**src/rtl/mmd_pkg.sv**
```systemverilog
// Shared constants and types of the memory map decoder.
package mmd_pkg;

  typedef enum logic [2:0] {
    VAR_ROMLESS = 3'b000,
    VAR_ROM48K = 3'b001,
    VAR_ROM32K = 3'b010,
    VAR_ROM24K = 3'b011,
    VAR_OTP48K = 3'b100
  } mmd_variant_t;

  typedef enum logic [2:0] {
    TGT_NONE = 3'b000,
    TGT_ROM = 3'b001,
    TGT_EXT = 3'b010,
    TGT_PRAM = 3'b011,
    TGT_MRAM = 3'b100,
    TGT_SFR = 3'b101
  } mmd_target_t;

  typedef enum logic [1:0] {
    KIND_ACCESS = 2'b00,
    KIND_VECTOR = 2'b01,
    KIND_TCALL = 2'b10,
    KIND_FCALL = 2'b11
  } mmd_kind_t;

  localparam logic [15:0] ROM48_TOP = 16'hbfff;
  localparam logic [15:0] ROM32_TOP = 16'h7fff;
  localparam logic [15:0] ROM24_TOP = 16'h5fff;
  localparam logic [15:0] PRAM_LO = 16'hf700;
  localparam logic [15:0] PRAM24_LO = 16'hfc00;
  localparam logic [15:0] PRAM_HI = 16'hfdff;
  localparam logic [15:0] MRAM_LO = 16'hfe00;
  localparam logic [15:0] MRAM_HI = 16'hfeff;
  localparam logic [15:0] MACRO_LO = 16'hfe06;
  localparam logic [15:0] MACRO_HI = 16'hfe25;
  localparam logic [15:0] GPR_LO = 16'hfe80;
  localparam logic [15:0] SFR_LO = 16'hff00;
  localparam logic [15:0] SFR_HI = 16'hffff;
  localparam logic [15:0] XACC_LO = 16'hffd0;
  localparam logic [15:0] XACC_HI = 16'hffdf;
  localparam logic [15:0] TCALL_BASE = 16'h0040;
  localparam logic [15:0] FCALL_BASE = 16'h0800;
  localparam logic [15:0] RELOC_OFS = 16'h8000;
  localparam logic [15:0] WRAP_LO_OFS = 16'h00ff;
  localparam logic [15:0] WRAP_HI_OFS = 16'h0100;
  localparam logic [15:0] ONE_ADDR = 16'h0001;
  localparam logic [15:0] ZERO_ADDR = 16'h0000;
  localparam logic [4:0] RESET_VEC_IDX = 5'h00;
  localparam logic [1:0] SETTLE_CYCLES = 2'h3;

endpackage

```
**src/rtl/mmd_sync2.sv**
```systemverilog
// Two flip-flop synchroniser for a level from a pin.
`timescale 1ns/1ns
module mmd_sync2 (
  // Clock and reset
  input wire logic i_clk,
  input wire logic i_rstn,
  // Level in and out
  input wire logic i_level,
  output logic o_level
);
  logic stage1;

  always_ff @(posedge i_clk) begin
    if (!i_rstn) begin
      stage1 <= 1'b0;
      o_level <= 1'b0;
    end else begin
      stage1 <= i_level;
      o_level <= stage1;
    end
  end
endmodule

```
**src/rtl/mmd_range.sv**
```systemverilog
// Inclusive address range comparator.
`timescale 1ns/1ns
module mmd_range #(
  parameter logic [15:0] LO = 16'h0000,
  parameter logic [15:0] HI = 16'hffff
) (
  // Address in, hit out
  input wire logic [15:0] i_addr,
  output logic o_hit
);
  assign o_hit = (i_addr >= LO) && (i_addr <= HI);
endmodule

```
**src/rtl/mmd_decoder.sv**
```systemverilog
// Memory map decoder with vector, table-call and word-pairing logic.
`timescale 1ns/1ns
module mmd_decoder
  import mmd_pkg::*;
#(
  parameter mmd_variant_t VARIANT = VAR_ROM32K
) (
  // Clock and reset
  input wire logic I_REF_CLK,
  input wire logic I_RSTN,
  // Mode pins and control word flag
  input wire logic I_MODE_SELECT_PIN_A,
  input wire logic I_MODE_SELECT_PIN_B,
  input wire logic I_TABLE_RELOCATE_FLAG,
  // Request from the core
  input wire logic I_REQ,
  input wire mmd_kind_t I_KIND,
  input wire logic [15:0] I_ADDR,
  input wire logic [10:0] I_INDEX,
  input wire logic I_WORD,
  input wire logic I_WRITE,
  input wire logic I_FETCH,
  // Read data returned for a vector or table entry
  input wire logic I_RVALID,
  input wire logic [7:0] I_RDATA_LO,
  input wire logic [7:0] I_RDATA_HI,
  // Mode status
  output logic O_READY,
  output logic O_ROMLESS,
  output logic O_PROG_MODE,
  output logic O_MODE_ERR,
  // Decoded access
  output logic O_ACK,
  output mmd_target_t O_TARGET,
  output logic [15:0] O_LO_ADDR,
  output logic [15:0] O_HI_ADDR,
  output logic O_WORD,
  output logic O_WRITE,
  output logic O_FETCH,
  output logic O_EXT_REQ,
  output logic O_FAST,
  output logic O_MACRO_AREA,
  output logic O_GPR_AREA,
  output logic [2:0] O_GPR_BANK,
  // Program counter load
  output logic O_PC_LOAD,
  output logic [15:0] O_PC
);

  typedef enum logic [0:0] {
    ST_IDLE = 1'b0,
    ST_WAIT = 1'b1
  } mmd_state_t;

  mmd_state_t state;
  mmd_state_t next_state;
  logic mode_a;
  logic mode_b;
  logic settled;
  logic [1:0] settle_cnt;
  logic take;
  logic reloc;
  logic word_eff;
  logic [15:0] eff;
  logic [15:0] rom_top;
  logic [15:0] next_lo;
  logic [15:0] next_hi;
  mmd_target_t next_tgt;
  logic hit_sfr;
  logic hit_xacc;
  logic hit_main;
  logic hit_pram;
  logic hit_pram24;
  logic hit_macro;
  logic hit_gpr;

  mmd_sync2 u_sync_a (
    .i_clk(I_REF_CLK),
    .i_rstn(I_RSTN),
    .i_level(I_MODE_SELECT_PIN_A),
    .o_level(mode_a)
  );

  mmd_sync2 u_sync_b (
    .i_clk(I_REF_CLK),
    .i_rstn(I_RSTN),
    .i_level(I_MODE_SELECT_PIN_B),
    .o_level(mode_b)
  );

  // The mode pins are static; they are caught once the synchronisers settle.
  always_ff @(posedge I_REF_CLK) begin
    if (!I_RSTN) begin
      settle_cnt <= 2'h0;
      settled <= 1'b0;
      O_ROMLESS <= 1'b0;
      O_PROG_MODE <= 1'b0;
      O_MODE_ERR <= 1'b0;
    end else if (!settled) begin
      settle_cnt <= settle_cnt + 2'h1;
      if (settle_cnt == SETTLE_CYCLES) begin
        settled <= 1'b1;
        O_ROMLESS <= (VARIANT == VAR_ROMLESS) ||
          (mode_a && mode_b && (VARIANT != VAR_OTP48K));
        O_PROG_MODE <= (VARIANT == VAR_OTP48K) && mode_a && !mode_b;
        O_MODE_ERR <= (!mode_a && mode_b) ||
          ((VARIANT == VAR_ROMLESS) && !(mode_a && mode_b)) ||
          ((VARIANT == VAR_OTP48K) && mode_a && mode_b) ||
          ((VARIANT != VAR_OTP48K) && mode_a && !mode_b);
      end
    end
  end

  assign take = I_REQ && O_READY;

  // Effective address of the request within the 16-bit space.
  always_comb begin
    eff = I_ADDR;
    reloc = 1'b0;
    unique case (I_KIND)
      KIND_ACCESS: begin
        eff = I_ADDR;
      end
      KIND_VECTOR: begin
        eff = {10'h000, I_INDEX[4:0], 1'b0};
        reloc = I_TABLE_RELOCATE_FLAG &&
          (I_INDEX[4:0] != RESET_VEC_IDX);
      end
      KIND_TCALL: begin
        eff = TCALL_BASE | {10'h000, I_INDEX[4:0], 1'b0};
        reloc = I_TABLE_RELOCATE_FLAG;
      end
      KIND_FCALL: begin
        eff = FCALL_BASE | {5'h00, I_INDEX[10:0]};
      end
    endcase
    if (reloc) begin
      eff = eff | RELOC_OFS;
    end
  end

  mmd_range #(.LO(SFR_LO), .HI(SFR_HI)) u_r_sfr (
    .i_addr(eff),
    .o_hit(hit_sfr)
  );
  mmd_range #(.LO(XACC_LO), .HI(XACC_HI)) u_r_xacc (
    .i_addr(eff),
    .o_hit(hit_xacc)
  );
  mmd_range #(.LO(MRAM_LO), .HI(MRAM_HI)) u_r_main (
    .i_addr(eff),
    .o_hit(hit_main)
  );
  mmd_range #(.LO(PRAM_LO), .HI(PRAM_HI)) u_r_pram (
    .i_addr(eff),
    .o_hit(hit_pram)
  );
  mmd_range #(.LO(PRAM24_LO), .HI(PRAM_HI)) u_r_pram24 (
    .i_addr(eff),
    .o_hit(hit_pram24)
  );
  mmd_range #(.LO(MACRO_LO), .HI(MACRO_HI)) u_r_macro (
    .i_addr(eff),
    .o_hit(hit_macro)
  );
  mmd_range #(.LO(GPR_LO), .HI(MRAM_HI)) u_r_gpr (
    .i_addr(eff),
    .o_hit(hit_gpr)
  );

  always_comb begin
    unique case (VARIANT)
      VAR_ROM48K, VAR_OTP48K: rom_top = ROM48_TOP;
      VAR_ROM32K: rom_top = ROM32_TOP;
      VAR_ROM24K: rom_top = ROM24_TOP;
      VAR_ROMLESS: rom_top = ZERO_ADDR;
    endcase
  end

  // Region selection; relocated tables always live off chip.
  always_comb begin
    if (reloc || hit_xacc) begin
      next_tgt = TGT_EXT;
    end else if (hit_sfr) begin
      next_tgt = TGT_SFR;
    end else if (hit_main) begin
      next_tgt = TGT_MRAM;
    end else if (hit_pram && (VARIANT != VAR_ROM24K || hit_pram24)) begin
      next_tgt = TGT_PRAM;
    end else if (!O_ROMLESS && (eff <= rom_top)) begin
      next_tgt = TGT_ROM;
    end else begin
      next_tgt = TGT_EXT;
    end
  end

  // Byte pairing of word accesses.
  always_comb begin
    word_eff = I_WORD || (I_KIND == KIND_VECTOR) || (I_KIND == KIND_TCALL);
    next_lo = eff;
    next_hi = eff;
    if (word_eff) begin
      next_hi = eff + ONE_ADDR;
      if (next_tgt == TGT_MRAM && eff[0]) begin
        next_lo = eff - ONE_ADDR;
        next_hi = eff;
      end else if (next_tgt == TGT_PRAM && eff == PRAM_HI) begin
        next_lo = eff + WRAP_LO_OFS;
        next_hi = eff + WRAP_HI_OFS;
      end
    end
  end

  always_comb begin
    next_state = state;
    unique case (state)
      ST_IDLE: begin
        if (take && (I_KIND == KIND_VECTOR || I_KIND == KIND_TCALL)) begin
          next_state = ST_WAIT;
        end
      end
      ST_WAIT: begin
        if (I_RVALID) begin
          next_state = ST_IDLE;
        end
      end
    endcase
  end

  always_ff @(posedge I_REF_CLK) begin
    if (!I_RSTN) begin
      state <= ST_IDLE;
      O_READY <= 1'b0;
    end else begin
      state <= next_state;
      O_READY <= settled && !O_PROG_MODE && (next_state == ST_IDLE);
    end
  end

  // Decoded access outputs.
  always_ff @(posedge I_REF_CLK) begin
    if (!I_RSTN) begin
      O_ACK <= 1'b0;
      O_TARGET <= TGT_NONE;
      O_LO_ADDR <= ZERO_ADDR;
      O_HI_ADDR <= ZERO_ADDR;
      O_WORD <= 1'b0;
      O_WRITE <= 1'b0;
      O_FETCH <= 1'b0;
      O_EXT_REQ <= 1'b0;
      O_FAST <= 1'b0;
      O_MACRO_AREA <= 1'b0;
      O_GPR_AREA <= 1'b0;
      O_GPR_BANK <= 3'h0;
    end else begin
      O_ACK <= take && (I_KIND != KIND_FCALL);
      O_EXT_REQ <= take && (I_KIND != KIND_FCALL) &&
        (next_tgt == TGT_EXT);
      if (take && I_KIND != KIND_FCALL) begin
        O_TARGET <= next_tgt;
        O_LO_ADDR <= next_lo;
        O_HI_ADDR <= next_hi;
        O_WORD <= word_eff;
        O_WRITE <= I_WRITE && (I_KIND == KIND_ACCESS);
        O_FETCH <= I_FETCH || (I_KIND != KIND_ACCESS);
        O_FAST <= (next_tgt == TGT_MRAM);
        O_MACRO_AREA <= hit_macro && !reloc;
        O_GPR_AREA <= hit_gpr && !reloc;
        O_GPR_BANK <= eff[6:4];
      end
    end
  end

  // Program counter loads from a returned entry or a fixed-area call.
  always_ff @(posedge I_REF_CLK) begin
    if (!I_RSTN) begin
      O_PC_LOAD <= 1'b0;
      O_PC <= ZERO_ADDR;
    end else begin
      O_PC_LOAD <= 1'b0;
      if (state == ST_WAIT && I_RVALID) begin
        O_PC_LOAD <= 1'b1;
        O_PC <= {I_RDATA_HI, I_RDATA_LO};
      end else if (take && I_KIND == KIND_FCALL) begin
        O_PC_LOAD <= 1'b1;
        O_PC <= eff;
      end
    end
  end
endmodule

```
**config.mk**
```make
export PLATFORM = sky130hd
export DESIGN_NAME = mmd_decoder
export DESIGN_NICKNAME = d
export VERILOG_FILES = /design/src/rtl/mmd_pkg.sv /design/src/rtl/mmd_sync2.sv /design/src/rtl/mmd_range.sv /design/src/rtl/mmd_decoder.sv
export SDC_FILE = /design/constraint.sdc
export NUM_CORES = 1
export LEC_CHECK = 0
export ABC_AREA = 1
export BUFFER_PORTS_ARGS = -buffer_cell sky130_fd_sc_hd__buf_2
export CORE_MARGIN = 5
export CORE_UTILIZATION = 35
export CTS_BUF_LIST = sky130_fd_sc_hd__clkbuf_2
export DETAILED_ROUTE_END_ITERATION = 10
export SLEW_MARGIN = 15
export SYNTH_ARGS = -nofsm -noshare
export SYNTH_HDL_FRONTEND = slang
export SYNTH_HIERARCHICAL = 1
export SYNTH_SLANG_ARGS = --single-unit
```
**constraint.sdc**
```tcl
create_clock -name I_REF_CLK -period 2.7 [get_ports I_REF_CLK]
set_input_delay 0.405 -clock I_REF_CLK [delete_from_list [all_inputs] [get_ports I_REF_CLK]]
set_output_delay 0.405 -clock I_REF_CLK [all_outputs]
set_load 0.03 [all_outputs]
```
==> flow_summary.toml <==
[die]
dieArea_um2 = 15600
die_h_um = 125
ios = 122
coreArea_um2 = 13100
row_count = 42
die_width_um = 125
initial_core_util_pct = 35.3

[clock_tree]
cts_tree = "built"
cts_sinks = 74
cts_buffers = 9
clock_latency_ns = 0.58
cts_buffer_depth = 2
clk_pin_slew_worst_paths_ns = 0.21
cts_max_level = 3
cts_resized = 0
cts-root-buf = "clkbuf_2"

[route]
ant_nets = 0
via_per_inst = 4.73
vias = 5167
drt_iter0_markers = 276
dr.pass1.iters = 5
wl_mm = 15.3
drc = 0
wl_per_cell_um = 14.0

[grt]
grt_pass1_wl_mm = 24.4
grt_remaining_overflow = 0
antenna_found_initial = 0
grt_max_degree = 59
grt_pass1_vias = 4863
grt.busiest_layer = "met2"
use_met3_pct = 4.93
grt_util_all_layers_pct = 19.4
use_met2_pct = 31.0
grtUsageMet1_pct = 25.3

[synth]
yosysTopAreaCellShare_pct = 32.1
yosys-top-cells-area = "dfxtp_1 32%, nand2_1 18%, inv_1 6.2%, nor2_1 6.1%, nand3_1 5.7%"
synth_edf_count = 0
async_reset_ff_share_pct = 0
syn_area_um2 = 4620
ys_seq_area_share_pct = 32.1
synth_cells = 717
syn_nets = 785
yosysMostFrequentCell = "nand2_1"
yosysTopAreaCell = "dfxtp_1"
ys_types = 40
synth_area_per_cell_um2 = 6.44
yosysWarnings = 6
synth_flop_cell = "dfxtp_1"
yosys_register_bits = 74
synth_common_cells = "224 x nand2_1, 76 x inv_1, 75 x nor2_1"

[cells_and_area]
area_delta_synth_final_pct = 33.6
final_layout_size_suffix_gt1_share_pct = 29.9
n_antenna_cell = 0
final_area_um2 = 6170
fillers = 1397
layout.nets = 980

[power_and_ir_drop]
power.density_nw_per_um2 = 391
ir_drop_v = 0.000436
p_leak_uw = 0.00313

[sta]
finalHoldViolations = 0
whs_ns = 0.0646
rsz0062_at_grt = "no"
fin_crit_ns = 2.30
max_freq_mhz = 435
drv_slew = 0
final.period_utilization_pct = 85.1
skew_ns = 0.0324
setup_viol = 0
setup_ws_ns = 0.403

[critical_path]
required_ns = 3.16
cp-end-kind = "flip-flop"
arrival_ns = 2.76
cp_common_cell = "nand2_1"
path_buf_inv = 4
crit_chain = "buf_2, inv_1, ha_1, nand2_1, a21oi_1, nand2_1, nand2_2, nand2_1, nor2_1, nand2_1, nor2_2, inv_1, nand2_1, inv_1, o21ai_1, nand2_1, nor2_4, nand3_1, nor2_1, nor2_1, nand2_1, a21oi_1"
worstSetupStartpointType = "input pin"
cp_top_family = "simple AND/OR/NAND/NOR gates"
critical_path_peak_fanout = 6
critPathKind = "in2reg"
max_stage_delay_ns = 0.30
slowest_stage = "ha_1"

[status]
outcome = "completed"

[place]
dpl_cell_area_um2 = 6000
dp.final_hpwl_mm = 12.1
dp_slack_ns = -0.223
portBuffers = 120
place_congestion = 0.924

[run]
drv_cap = 0

[hold_path]
hp-class = "in2reg"
==> state kept, by name (all words and copies together), names as in the netlist, 2 cells and up <==
signal and count:
O_HI_ADDR 16, O_LO_ADDR 16, O_PC 16, O_GPR_BANK 3, O_TARGET 3, settle_cnt 2
==> layer usage <==
layer  wire length, um  up-vias
met5                 0        -
met4               402        0
met3               912       27
met2              6950      137
met1              7040     2335
li1                  -     2668
==> cell type report <==
| type | instances | area [um^2] | area share (%) |
|---|---|---|---|
| Inverter | 88 | 340 | 5.51 |
| Sequential cell | 74 | 1480 | 24.0 |
| Clock inverter | 6 | 67.6 | 1.09 |
| Multi-Input combinational cell | 529 | 2690 | 43.5 |
| Timing Repair Buffer | 210 | 1330 | 21.5 |
| Clock buffer | 10 | 50.0 | 0.811 |
| Tap cell | 176 | 220 | 3.57 |
==> layout by cell type, fill, tap and decap left out, types with 11 or more instances in the layout <==
master,count
nand3_1,53
buf_4,82
nand2_1,221
xor2_1,11
a31oi_1,15
nor2_1,74
ha_1,13
dfxtp_1,74
buf_2,120
o21ai_0,25
a21oi_1,36
inv_1,76
==> power breakdown <==
group | leakage (uW) | internal (uW) | switching [uW]
combinational | 0.00247 | 245 | 391
clock | 0.0000681 | 218 | 410
sequential | 0.000598 | 1130 | 20.4
==> cells by family after synthesis <==
logic type	after synthesis	share of synthesized area (%)
simple gates	403	39.1
fa+ha+maj	13	3.52
flops	74	32.1
buf+inv	114	10.3
xor+xnor	12	2.28
compound gates	100	12.6
other cells	1	0.0812
==> worst paths after layout <==
kind / depth (start not counted) / slack [ns] / startpoint / end
setup / recovery: 22 / 0.40 / I_KIND[0] / O_HI_ADDR[9]
hold / removal: 3 / 0.06 / I_RDATA_LO[6] / O_PC[6]
setup reg to reg: 11 / 1.08 / O_ROMLESS / O_HI_ADDR[9]
hold reg to reg: 2 / 0.42 / u_sync_b/stage1 / u_sync_b/o_level
==> per-stage QoR <==
| stage | utilization [%] | cells | total power (uW) | setup TNS, ns |
|---|---|---|---|---|
| finish | 47.2 | 1093 | 2420 | 0 |
| CTS | 47.2 | 1093 | 2440 | 0 |
| global route | 47.2 | 1093 | 2540 | 0 |
| floorplan | - | 717 | 1530 | 0 |
| detailed placement | 45.9 | 1072 | 1800 | -4.04 |
| global placement | 45.9 | 1072 | 1800 | -2.84 |
==> what timing repair did <==
action,4_1_cts,5_1_grt
setup buffers,0,0
endpoints found under the hold margin,5,0
hold buffers,5,0
==> worst min-delay path: stages <==
cell	delay [ns]
buf_2	0.09
nand2_1	0.05
a31oi_1	0.07
Power figures use the tool's default switching activity.
